### config.mk
export PLATFORM = sky130hd
export DESIGN_NAME = t8_core
export DESIGN_NICKNAME = d
export VERILOG_FILES = /design/src/inc/t8_pkg.sv /design/src/design/t8_core.sv
export SDC_FILE = /design/constraint.sdc
export NUM_CORES = 1
export LEC_CHECK = 0
export ABC_CLOCK_PERIOD_IN_PS = 2000
export BUFFER_PORTS_ARGS = -buffer_cell sky130_fd_sc_hd__buf_2
export CORE_MARGIN = 2
export CORE_UTILIZATION = 35
export DETAILED_ROUTE_END_ITERATION = 10
export GPL_TIMING_DRIVEN = 0
export HOLD_SLACK_MARGIN = 0.02
export PLACE_DENSITY = 0.56
export SLEW_MARGIN = 10
export SYNTH_ARGS = -nofsm -noshare
export SYNTH_HDL_FRONTEND = slang
export SYNTH_SLANG_ARGS = --single-unit
### constraint.sdc
create_clock -name clk_sys_i -period 2 [get_ports clk_sys_i]
set_input_delay 0.1 -clock clk_sys_i [delete_from_list [all_inputs] [get_ports clk_sys_i]]
set_output_delay 0.1 -clock clk_sys_i [all_outputs]
set_load 0.05 [all_outputs]
### src/inc/t8_pkg.sv
// package for the 8-bit timer/counter core: map, fields, modes
package t8_pkg;
  localparam logic [7:0] IO_OFFSET = 8'h20;
  localparam logic [7:0] EXT_IO_BASE = 8'h60;
  localparam logic [7:0] ADDR_FLAGS = 8'h35;
  localparam logic [7:0] ADDR_COUNT = 8'h46;
  localparam logic [7:0] ADDR_CMP_A = 8'h47;
  localparam logic [7:0] ADDR_CMP_B = 8'h48;
  localparam logic [7:0] ADDR_MASK = 8'h6E;
  localparam logic [7:0] RESET_VALUE = 8'h00;
  localparam logic [7:0] BOTTOM = 8'h00;
  localparam logic [7:0] MAX = 8'hFF;
  localparam int BIT_OVF = 0;
  localparam int BIT_MATCH_A = 1;
  localparam int BIT_MATCH_B = 2;
  localparam int NUM_FLAGS = 3;

  typedef enum logic [2:0] {
    WGM_NORMAL = 3'h0,
    WGM_PC_MAX = 3'h1,
    WGM_CTC = 3'h2,
    WGM_FAST_MAX = 3'h3,
    WGM_RSVD4 = 3'h4,
    WGM_PC_CMPA = 3'h5,
    WGM_RSVD6 = 3'h6,
    WGM_FAST_CMPA = 3'h7
  } t8_wgm_t;

  typedef struct packed {
    logic data_space;
    logic [7:0] addr;
    logic wr;
    logic rd;
    logic [7:0] wdata;
  } t8_bus_t;
endpackage : t8_pkg

### src/design/t8_core.sv
// 8-bit timer/counter core: count, compares, flags, mask and interrupt requests
// How it works
// - registers answer at offset, and below 0x60 also at offset minus 0x20
// - counter readable, writable, loads immediately, resets zero
// - counter write blocks match on next tick
// - compare A checked against counter every cycle
// - compare B checked against counter every cycle
// - B equality sets flag bit 2
// - A equality sets flag bit 1
// - overflow sets flag bit 0, mode dependent
// - vector entry clears the matching flag
// - writing one clears flag, zero keeps
// - request needs flag, enable and global enable
// - BOTTOM is count zero
// - MAX is count 0xFF
// - TOP is MAX or compare A by mode
// - mask bits 0..2 at 0x6E, reset zero
// - forced compare moves output in non-pwm modes, sets no flag
`timescale 1ns/100ps
`default_nettype none
module t8_core (
  input wire logic clk_sys_i,
  input wire logic rst_i,
  input wire t8_pkg::t8_bus_t bus_i,
  input wire logic tick_i,
  input wire t8_pkg::t8_wgm_t waveform_mode_sel_i,
  input wire logic force_match_a_strobe_i,
  input wire logic force_match_b_strobe_i,
  input wire logic global_int_enable_i,
  input wire logic [2:0] int_ack_i,
  output logic [7:0] rdata_o,
  output logic [2:0] int_req_o,
  output logic match_a_o,
  output logic match_b_o,
  output logic wave_out_a_o,
  output logic wave_out_b_o
);
  import t8_pkg::*;

  logic [7:0] counter_value;
  logic [7:0] compare_value_a;
  logic [7:0] compare_value_b;
  logic [2:0] timer_flag_register;
  logic [2:0] timer_mask_register;
  logic block_match;
  logic count_down;

  // io-space accesses come in 0x20 lower; only the low map fits there
  wire [7:0] eff_addr = bus_i.data_space ? bus_i.addr : bus_i.addr + IO_OFFSET;
  wire io_ok = bus_i.data_space || (bus_i.addr < IO_OFFSET + IO_OFFSET);
  wire ext_ok = bus_i.data_space || (eff_addr < EXT_IO_BASE);
  wire acc_ok = io_ok && ext_ok;
  wire sel_flags = acc_ok && eff_addr == ADDR_FLAGS;
  wire sel_count = acc_ok && eff_addr == ADDR_COUNT;
  wire sel_cmp_a = acc_ok && eff_addr == ADDR_CMP_A;
  wire sel_cmp_b = acc_ok && eff_addr == ADDR_CMP_B;
  wire sel_mask = acc_ok && eff_addr == ADDR_MASK;
  wire wr_count = bus_i.wr && sel_count;

  wire mode_cmpa_top = waveform_mode_sel_i == WGM_CTC || waveform_mode_sel_i == WGM_PC_CMPA ||
                       waveform_mode_sel_i == WGM_FAST_CMPA;
  wire [7:0] top_value = mode_cmpa_top ? compare_value_a : MAX;
  wire phase_correct = waveform_mode_sel_i == WGM_PC_MAX || waveform_mode_sel_i == WGM_PC_CMPA;
  wire fast_pwm = waveform_mode_sel_i == WGM_FAST_MAX || waveform_mode_sel_i == WGM_FAST_CMPA;
  wire at_top = counter_value == top_value;
  wire at_bottom = counter_value == BOTTOM;
  wire at_max = counter_value == MAX;

  // compares run continuously; the tick only qualifies the flag event
  wire eq_a = counter_value == compare_value_a;
  wire eq_b = counter_value == compare_value_b;
  wire match_a_evt = tick_i && eq_a && !block_match && !wr_count;
  wire match_b_evt = tick_i && eq_b && !block_match && !wr_count;

  // overflow point per mode: max in normal and ctc, top in fast pwm, bottom in phase correct
  wire ovf_point = phase_correct ? (at_bottom && count_down) :
                   fast_pwm ? at_top : at_max;
  wire ovf_evt = tick_i && !wr_count && ovf_point;

  // turn at the ends so the counter never steps below bottom, or past top unless top is zero
  wire step_down = (at_top && top_value != BOTTOM) ? 1'b1 : at_bottom ? 1'b0 : count_down;
  wire [7:0] next_count = wr_count ? bus_i.wdata :
                          !tick_i ? counter_value :
                          phase_correct ? (step_down ? counter_value - 8'h01 : counter_value + 8'h01) :
                          at_top ? BOTTOM : counter_value + 8'h01;
  wire next_down = !phase_correct ? 1'b0 :
                   (tick_i && !wr_count) ? step_down : count_down;

  wire [2:0] set_evt = {match_b_evt, match_a_evt, ovf_evt};
  wire [2:0] w1c = (bus_i.wr && sel_flags) ? bus_i.wdata[2:0] : 3'h0;
  wire [2:0] next_flags;
  genvar flag_idx;
  for (flag_idx = 0; flag_idx < NUM_FLAGS; flag_idx++) begin : g_flag
    // set wins over a clear landing in the same cycle
    assign next_flags[flag_idx] = set_evt[flag_idx] |
                                  (timer_flag_register[flag_idx] & ~w1c[flag_idx] & ~int_ack_i[flag_idx]);

    flag_set_a: assert property (@(posedge clk_sys_i) disable iff (rst_i)
      set_evt[flag_idx] |=> timer_flag_register[flag_idx])
      else $error("flag not set on event");

    flag_w1c_a: assert property (@(posedge clk_sys_i) disable iff (rst_i)
      (w1c[flag_idx] && !set_evt[flag_idx]) |=> !timer_flag_register[flag_idx])
      else $error("write one did not clear flag");

    flag_ack_a: assert property (@(posedge clk_sys_i) disable iff (rst_i)
      (int_ack_i[flag_idx] && !set_evt[flag_idx]) |=> !timer_flag_register[flag_idx])
      else $error("ack did not clear flag");

    flag_hold_a: assert property (@(posedge clk_sys_i) disable iff (rst_i)
      (!set_evt[flag_idx] && !w1c[flag_idx] && !int_ack_i[flag_idx]) |=>
      timer_flag_register[flag_idx] == $past(timer_flag_register[flag_idx])) else $error("flag changed alone");

    flag_rise_a: assert property (@(posedge clk_sys_i) disable iff (rst_i)
      $rose(timer_flag_register[flag_idx]) |-> $past(set_evt[flag_idx]))
      else $error("flag rose without event");

    req_full_a: assert property (@(posedge clk_sys_i) disable iff (rst_i)
      int_req_o[flag_idx] == (timer_flag_register[flag_idx] && $past(timer_mask_register[flag_idx]) &&
      $past(global_int_enable_i))) else $error("request not flag and enables");
  end
  wire [2:0] next_req = next_flags & timer_mask_register & {NUM_FLAGS{global_int_enable_i}};

  wire [7:0] next_rdata = !bus_i.rd ? RESET_VALUE :
                          sel_count ? counter_value :
                          sel_cmp_a ? compare_value_a :
                          sel_cmp_b ? compare_value_b :
                          sel_flags ? {5'h00, timer_flag_register} :
                          sel_mask ? {5'h00, timer_mask_register} : RESET_VALUE;

  // force only acts in non-pwm modes and never touches the flags
  wire non_pwm = !phase_correct && !fast_pwm;
  wire tog_a = match_a_evt || (force_match_a_strobe_i && non_pwm);
  wire tog_b = match_b_evt || (force_match_b_strobe_i && non_pwm);

  always_ff @(posedge clk_sys_i) begin
    if (rst_i) begin
      counter_value <= RESET_VALUE;
      compare_value_a <= RESET_VALUE;
      compare_value_b <= RESET_VALUE;
      timer_mask_register <= 3'h0;
      timer_flag_register <= 3'h0;
      block_match <= 1'b0;
      count_down <= 1'b0;
    end else begin
      counter_value <= next_count;
      count_down <= next_down;
      if (bus_i.wr && sel_cmp_a) compare_value_a <= bus_i.wdata;
      if (bus_i.wr && sel_cmp_b) compare_value_b <= bus_i.wdata;
      if (bus_i.wr && sel_mask) timer_mask_register <= bus_i.wdata[2:0];
      timer_flag_register <= next_flags;
      // hold the block until the first tick after the write
      block_match <= wr_count | (block_match & ~tick_i);
    end
  end

  always_ff @(posedge clk_sys_i) begin
    if (rst_i) begin
      rdata_o <= RESET_VALUE;
      int_req_o <= 3'h0;
      match_a_o <= 1'b0;
      match_b_o <= 1'b0;
      wave_out_a_o <= 1'b0;
      wave_out_b_o <= 1'b0;
    end else begin
      rdata_o <= next_rdata;
      int_req_o <= next_req;
      match_a_o <= match_a_evt;
      match_b_o <= match_b_evt;
      wave_out_a_o <= wave_out_a_o ^ tog_a;
      wave_out_b_o <= wave_out_b_o ^ tog_b;
    end
  end

  match_sets_b_a: assert property (@(posedge clk_sys_i) disable iff (rst_i)
    match_b_evt |=> timer_flag_register[BIT_MATCH_B]) else $error("match b flag not set");
  match_sets_a_a: assert property (@(posedge clk_sys_i) disable iff (rst_i)
    match_a_evt |=> timer_flag_register[BIT_MATCH_A]) else $error("match a flag not set");
  ovf_sets_a: assert property (@(posedge clk_sys_i) disable iff (rst_i)
    ovf_evt |=> timer_flag_register[BIT_OVF]) else $error("overflow flag not set");
  w1c_clear_a: assert property (@(posedge clk_sys_i) disable iff (rst_i)
    (bus_i.wr && sel_flags && bus_i.wdata[BIT_OVF] && !ovf_evt) |=> !timer_flag_register[BIT_OVF])
    else $error("write one did not clear");
  ack_clear_a: assert property (@(posedge clk_sys_i) disable iff (rst_i)
    (int_ack_i[BIT_MATCH_A] && !match_a_evt) |=> !timer_flag_register[BIT_MATCH_A])
    else $error("ack did not clear flag");
  count_load_a: assert property (@(posedge clk_sys_i) disable iff (rst_i)
    wr_count |=> counter_value == $past(bus_i.wdata)) else $error("count not loaded");
  write_block_a: assert property (@(posedge clk_sys_i) disable iff (rst_i)
    wr_count ##1 (!tick_i)[*1] ##1 tick_i |-> !match_a_evt) else $error("match after write");
  req_gate_a: assert property (@(posedge clk_sys_i) disable iff (rst_i)
    int_req_o[BIT_OVF] |-> $past(global_int_enable_i) && $past(timer_mask_register[BIT_OVF]))
    else $error("request without enables");
  set_wins_a: assert property (@(posedge clk_sys_i) disable iff (rst_i)
    (match_b_evt && w1c[BIT_MATCH_B]) |=> timer_flag_register[BIT_MATCH_B])
    else $error("set lost to clear");

  count_hold_a: assert property (@(posedge clk_sys_i) disable iff (rst_i)
    (!tick_i && !wr_count) |=> $stable(counter_value))
    else $error("count moved without tick");

  count_step_a: assert property (@(posedge clk_sys_i) disable iff (rst_i)
    (tick_i && !wr_count && !phase_correct && !at_top) |=> counter_value == $past(counter_value) + 8'h01)
    else $error("count did not step up");

  count_wrap_a: assert property (@(posedge clk_sys_i) disable iff (rst_i)
    (tick_i && !wr_count && !phase_correct && at_top) |=> counter_value == BOTTOM)
    else $error("count did not wrap at top");

  pc_turn_a: assert property (@(posedge clk_sys_i) disable iff (rst_i)
    (tick_i && !wr_count && phase_correct && at_top && top_value != BOTTOM) |=> counter_value == $past(counter_value) - 8'h01)
    else $error("no turn at top");

  pc_rise_a: assert property (@(posedge clk_sys_i) disable iff (rst_i)
    (tick_i && !wr_count && phase_correct && at_bottom) |=> counter_value == 8'h01)
    else $error("no turn at bottom");

  ovf_norm_a: assert property (@(posedge clk_sys_i) disable iff (rst_i)
    (ovf_evt && !phase_correct && !fast_pwm) |-> at_max)
    else $error("overflow away from max");

  ovf_fast_a: assert property (@(posedge clk_sys_i) disable iff (rst_i)
    (ovf_evt && fast_pwm) |-> at_top)
    else $error("fast overflow away from top");

  ovf_pc_a: assert property (@(posedge clk_sys_i) disable iff (rst_i)
    (ovf_evt && phase_correct) |-> at_bottom)
    else $error("phase overflow away from bottom");

  ovf_ctc_a: assert property (@(posedge clk_sys_i) disable iff (rst_i)
    (tick_i && !wr_count && waveform_mode_sel_i == WGM_CTC && at_max) |-> ovf_evt)
    else $error("ctc overflow missed at max");

  ovf_write_a: assert property (@(posedge clk_sys_i) disable iff (rst_i)
    wr_count |-> !ovf_evt)
    else $error("overflow during count write");

  evt_tick_a: assert property (@(posedge clk_sys_i) disable iff (rst_i)
    (match_a_evt || match_b_evt || ovf_evt) |-> tick_i)
    else $error("event without tick");

  match_a_pulse_a: assert property (@(posedge clk_sys_i) disable iff (rst_i)
    match_a_evt |=> match_a_o)
    else $error("match a pulse missing");

  match_a_idle_a: assert property (@(posedge clk_sys_i) disable iff (rst_i)
    !match_a_evt |=> !match_a_o)
    else $error("match a pulse spurious");

  match_b_pulse_a: assert property (@(posedge clk_sys_i) disable iff (rst_i)
    match_b_evt |=> match_b_o)
    else $error("match b pulse missing");

  match_b_idle_a: assert property (@(posedge clk_sys_i) disable iff (rst_i)
    !match_b_evt |=> !match_b_o)
    else $error("match b pulse spurious");

  block_set_a: assert property (@(posedge clk_sys_i) disable iff (rst_i)
    wr_count |=> block_match)
    else $error("block not armed");

  block_end_a: assert property (@(posedge clk_sys_i) disable iff (rst_i)
    (block_match && tick_i && !wr_count) |=> !block_match)
    else $error("block outlived tick");

  cmp_a_load_a: assert property (@(posedge clk_sys_i) disable iff (rst_i)
    (bus_i.wr && sel_cmp_a) |=> compare_value_a == $past(bus_i.wdata))
    else $error("compare a not loaded");

  cmp_b_load_a: assert property (@(posedge clk_sys_i) disable iff (rst_i)
    (bus_i.wr && sel_cmp_b) |=> compare_value_b == $past(bus_i.wdata))
    else $error("compare b not loaded");

  mask_load_a: assert property (@(posedge clk_sys_i) disable iff (rst_i)
    (bus_i.wr && sel_mask) |=> timer_mask_register == $past(bus_i.wdata[2:0]))
    else $error("mask not loaded");

  read_count_a: assert property (@(posedge clk_sys_i) disable iff (rst_i)
    (bus_i.rd && sel_count) |=> rdata_o == $past(counter_value))
    else $error("count read wrong");

  read_cmpa_a: assert property (@(posedge clk_sys_i) disable iff (rst_i)
    (bus_i.rd && sel_cmp_a) |=> rdata_o == $past(compare_value_a))
    else $error("compare a read wrong");

  read_cmpb_a: assert property (@(posedge clk_sys_i) disable iff (rst_i)
    (bus_i.rd && sel_cmp_b) |=> rdata_o == $past(compare_value_b))
    else $error("compare b read wrong");

  read_flags_a: assert property (@(posedge clk_sys_i) disable iff (rst_i)
    (bus_i.rd && sel_flags) |=> rdata_o == {5'h00, $past(timer_flag_register)})
    else $error("flag read wrong");

  read_mask_a: assert property (@(posedge clk_sys_i) disable iff (rst_i)
    (bus_i.rd && sel_mask) |=> rdata_o == {5'h00, $past(timer_mask_register)})
    else $error("mask read wrong");

  read_idle_a: assert property (@(posedge clk_sys_i) disable iff (rst_i)
    !bus_i.rd |=> rdata_o == RESET_VALUE)
    else $error("read data without read");

  read_unmapped_a: assert property (@(posedge clk_sys_i) disable iff (rst_i)
    (bus_i.rd && !(sel_flags || sel_count || sel_cmp_a || sel_cmp_b || sel_mask)) |=> rdata_o == RESET_VALUE)
    else $error("unmapped read not zero");

  io_window_a: assert property (@(posedge clk_sys_i) disable iff (rst_i)
    (!bus_i.data_space && bus_i.addr >= (IO_OFFSET + IO_OFFSET)) |-> !acc_ok)
    else $error("io access outside window");

  ext_refuse_a: assert property (@(posedge clk_sys_i) disable iff (rst_i)
    (!bus_i.data_space && eff_addr >= EXT_IO_BASE) |-> !acc_ok)
    else $error("io access to extended space");

  gie_off_a: assert property (@(posedge clk_sys_i) disable iff (rst_i)
    !global_int_enable_i |=> int_req_o == 3'h0)
    else $error("request with global enable off");

  force_a_wave_a: assert property (@(posedge clk_sys_i) disable iff (rst_i)
    (force_match_a_strobe_i && non_pwm && !match_a_evt) |=> wave_out_a_o != $past(wave_out_a_o))
    else $error("force a did not toggle");

  force_b_wave_a: assert property (@(posedge clk_sys_i) disable iff (rst_i)
    (force_match_b_strobe_i && non_pwm && !match_b_evt) |=> wave_out_b_o != $past(wave_out_b_o))
    else $error("force b did not toggle");

  force_pwm_a: assert property (@(posedge clk_sys_i) disable iff (rst_i)
    (force_match_a_strobe_i && !non_pwm && !match_a_evt) |=> $stable(wave_out_a_o))
    else $error("force acted in pwm mode");

  force_a_flag_a: assert property (@(posedge clk_sys_i) disable iff (rst_i)
    (force_match_a_strobe_i && !match_a_evt) |=> !$rose(timer_flag_register[BIT_MATCH_A]))
    else $error("force set a flag");

  wave_a_hold_a: assert property (@(posedge clk_sys_i) disable iff (rst_i)
    !tog_a |=> $stable(wave_out_a_o))
    else $error("wave a moved alone");

  wave_b_hold_a: assert property (@(posedge clk_sys_i) disable iff (rst_i)
    !tog_b |=> $stable(wave_out_b_o))
    else $error("wave b moved alone");
endmodule : t8_core
`default_nettype wire

==> results.json <==
{
  "status": "finished, violations left",
  "violations": "negative setup slack",
  "clk_pin_slew_worst_paths_ns": 0.09,
  "grt_max_degree": 15,
  "maxCapViolCount": 0,
  "io_pins": 46,
  "power.leakage_nw": 1.391,
  "worst_pin_slew_ns": 0.6525,
  "io_buffers": 44,
  "p_int_mw": 1.599,
  "hold_buffers": 0,
  "place.gp.congestion": 0.8674,
  "cts_sinks": 47,
  "seqPwrFrac_pct": 43.5,
  "start_util_pct": 35.47,
  "rsz0062_at_grt": "yes",
  "syn_inst": 359,
  "power_frac_comb_pct": 18.5,
  "rows": 33,
  "grt_pass1_vias": 2922,
  "layout_setup_ws_ns": -0.1824,
  "fin_worst_skew_ns": 0.003865,
  "drive_gt1_share_pct": 31.12,
  "syn_nets": 394,
  "area_growth_pct": 33.39,
  "firstDrtPassIters": 5,
  "startpoint": "counter_value[4]",
  "whs_endpoint": "compare_value_a[5]",
  "finalPower_mw": 2.218,
  "clock.fmax_ghz": 0.4582,
  "hold_path_class": "primary input to flip-flop",
  "avgSynthCellArea_um2": 7.995,
  "grt_overflow": 0,
  "power_density_nw_per_um2": 579.2,
  "required_ns": 2.18,
  "slew_headroom_pct": 56.50,
  "reg2reg_to": "counter_value[5]",
  "clkLatencyLatePin_ns": 0.31,
  "async_flop_share_pct": 0,
  "reg2reg_from": "counter_value[4]",
  "die_h_um": 94.56,
  "final_nets": 455,
  "route.vias.total": 3062,
  "drt_iter0_markers": 267,
  "swShare_pct": 27.89,
  "period_share_pct": 109.1,
  "cts_tree": "done",
  "netlist_area_um2": 2870,
  "fp.dieArea_um2": 8941,
  "ir_worst_vdd_uv": 309.3,
  "critPathMaxFanout": 10,
  "cp-start-kind": "flip-flop",
  "wl_per_cell_um": 18.66,
  "synth-warning-count": 0,
  "hold_start": "bus_i[5]",
  "crit_arrival_ns": 2.36,
  "cts_buffers": 5,
  "finalSetupViolCount": 10,
  "ant_nets": 0,
  "worstSetupPathType": "flip-flop to flip-flop",
  "clkPwrFrac_pct": 38.0,
  "final_max_slew_viol_count": 0,
  "wl_um": 9815,
  "fin_crit_ns": 2.182,
  "ys.flop_type": "dfxtp_1",
  "viasPerCell": 5.821,
  "synth-edff-count": 0,
  "finalNonFillerCells": 526,
  "r2r_slack_ns": -0.18,
  "hold_viol_final": 0,
  "whs_path_depth": 3,
  "synth_cell_types": 59,
  "clock-root-buffer": "clkbuf_8",
  "cts.path.max_buffers": 2,
  "reg2reg_depth": 8,
  "dp_cells": 508,
  "hpwlAfterDp_um": 7132,
  "ys_ff_latch": 47,
  "p_switching_mw": 0.6186,
  "grt_pass1_wl_um": 15020,
  "die_w_um": 94.56,
  "ys_seq_area_share_pct": 32.78,
  "grt_use_total_pct": 21.90,
  "antenna_cells": 0,
  "setup_tns_ns": -1.147,
  "antenna_found_initial": 0,
  "cp-end-kind": "flip-flop",
  "drc_errors": 0,
  "cts.htree.levels": 2,
  "coreArea_um2": 8093
}
## metal layers
| layer | share of wire, % | wire length (um) | vias to the layer above | track usage (%) |
|---|---|---|---|---|
| met5 | 0 | 0 | - | 0 |
| met4 | 2.2 | 218 | 0 | 6.763 |
| met3 | 4.4 | 428 | 24 | 2.873 |
| met2 | 49 | 4802 | 93 | 38.15 |
| met1 | 44 | 4366 | 1486 | 28.14 |
| li1 | - | - | 1459 | - |
## flip-flops by register name, indices dropped and copies added, names as in the netlist
register	flops
wave_out_b_o	1
match_a_o	1
timer_flag_register	3
match_b_o	1
int_req_o	3
count_down	1
compare_value_b	8
counter_value	8
rdata_o	8
timer_mask_register	3
block_match	1
compare_value_a	8
wave_out_a_o	1
## layout make-up
class,count,area (um2)
plain buffers,18,118.9
clock buffers,6,72.57
clock inverters,2,60.06
fillers,833,4264
inverters,11,41.29
multi-input cells,281,2130
flip-flops and latches,47,964.7
well taps,105,131.4
repair buffers,56,310.3
## how the worst max path moves through the flow
stage	to	slack, ns	cells past startpoint
finish	counter_value[5]	-0.18	8
global route	counter_value[5]	-0.25	7
CTS	counter_value[5]	-0.17	7
detailed placement	wave_out_b_o	-0.64	9
global placement	wave_out_a_o	-0.62	9
floorplan	counter_value[5]	-0.05	7
## cells in the mapped netlist, types with 5 or more instances
library cell | count | area share (%)
nand4_1 | 6 | 1.3
xnor2_1 | 11 | 3.4
dfxtp_1 | 47 | 33
nor4_1 | 10 | 2.2
and3_1 | 8 | 1.7
nor2b_1 | 5 | 1.1
o22ai_1 | 9 | 2.0
nand2_1 | 37 | 4.8
nand3_1 | 28 | 4.9
a21oi_1 | 32 | 5.6
xor2_1 | 9 | 2.7
a222oi_1 | 6 | 2.1
nor3_1 | 12 | 2.1
clkbuf_1 | 13 | 1.7
a211oi_2 | 5 | 2.2
inv_1 | 10 | 1.3
nor2_1 | 26 | 3.4
mux2i_1 | 6 | 2.1
## per-stage QoR
stage               util, %  setup WS, ns  area (um2)  hold WS, ns
floorplan                 -      -0.04758        3008       0.2400
global placement      41.51       -0.6237        3359       0.4007
detailed placement    41.51       -0.6389        3359       0.4073
CTS                   46.03       -0.1672        3725      0.07215
global route          47.31       -0.2510        3829      0.07360
finish                47.31       -0.1824        3829      0.07478
## cells by family (layout without fill, tap and decap cells)
group / after synthesis / in the layout / synth area share [%]
fa+ha+maj: 4 / 4 / 1.744
xor+xnor: 20 / 20 / 6.103
compound gates: 87 / 87 / 21.75
simple gates: 163 / 163 / 30.95
flops: 47 / 47 / 32.78
mux: 7 / 7 / 2.485
buf+inv: 31 / 93 / 4.185
## cells in the final DEF (no fill, tap or decap), types with 4 or more instances in the layout
master / instances
nand3_1: 28
clkbuf_8: 7
nor4_4: 4
nor2_1: 26
dfxtp_2: 4
dfxtp_1: 38
a222oi_1: 6
nand2_1: 36
clkbuf_1: 7
a21oi_1: 28
mux2i_1: 5
buf_2: 46
xnor2_1: 11
a211oi_2: 6
xor2_1: 6
nor2b_1: 5
nand4_1: 6
o22ai_1: 8
nor4_1: 5
a31oi_1: 4
nor4_2: 4
dfxtp_4: 5
and2_1: 4
nor3_1: 10
nand2b_1: 4
buf_4: 14
and3_1: 7
inv_1: 10
## worst max-delay path, cell delays in order (launching register included)
cell and delay (ns):
dfxtp_1 0.43, buf_4 0.23, nand3_1 0.09, nor3_1 0.26, o21ai_2 0.12, o31a_1 0.38, a211oi_2 0.24, xor2_1 0.19
o22ai_1 0.10
## power groups by stage
stage,Sequential (mW),Clock (mW),Combinational (mW)
final,0.965,0.843,0.409
after global routing,0.968,0.879,0.442
after detailed placement,0.991,0,0.355
after CTS,0.966,0.856,0.388
after floorplan,1.03,0,0.198
after global placement,0.990,0,0.353
## timing repair
action                                  CTS  global route
setup buffers                             9             3
endpoints found under the setup margin   39            33
gates resized for setup                  40            19
gates cloned                              0             0
pin swaps                                19            10
No activity file was read; power rests on OpenSTA's default activity.
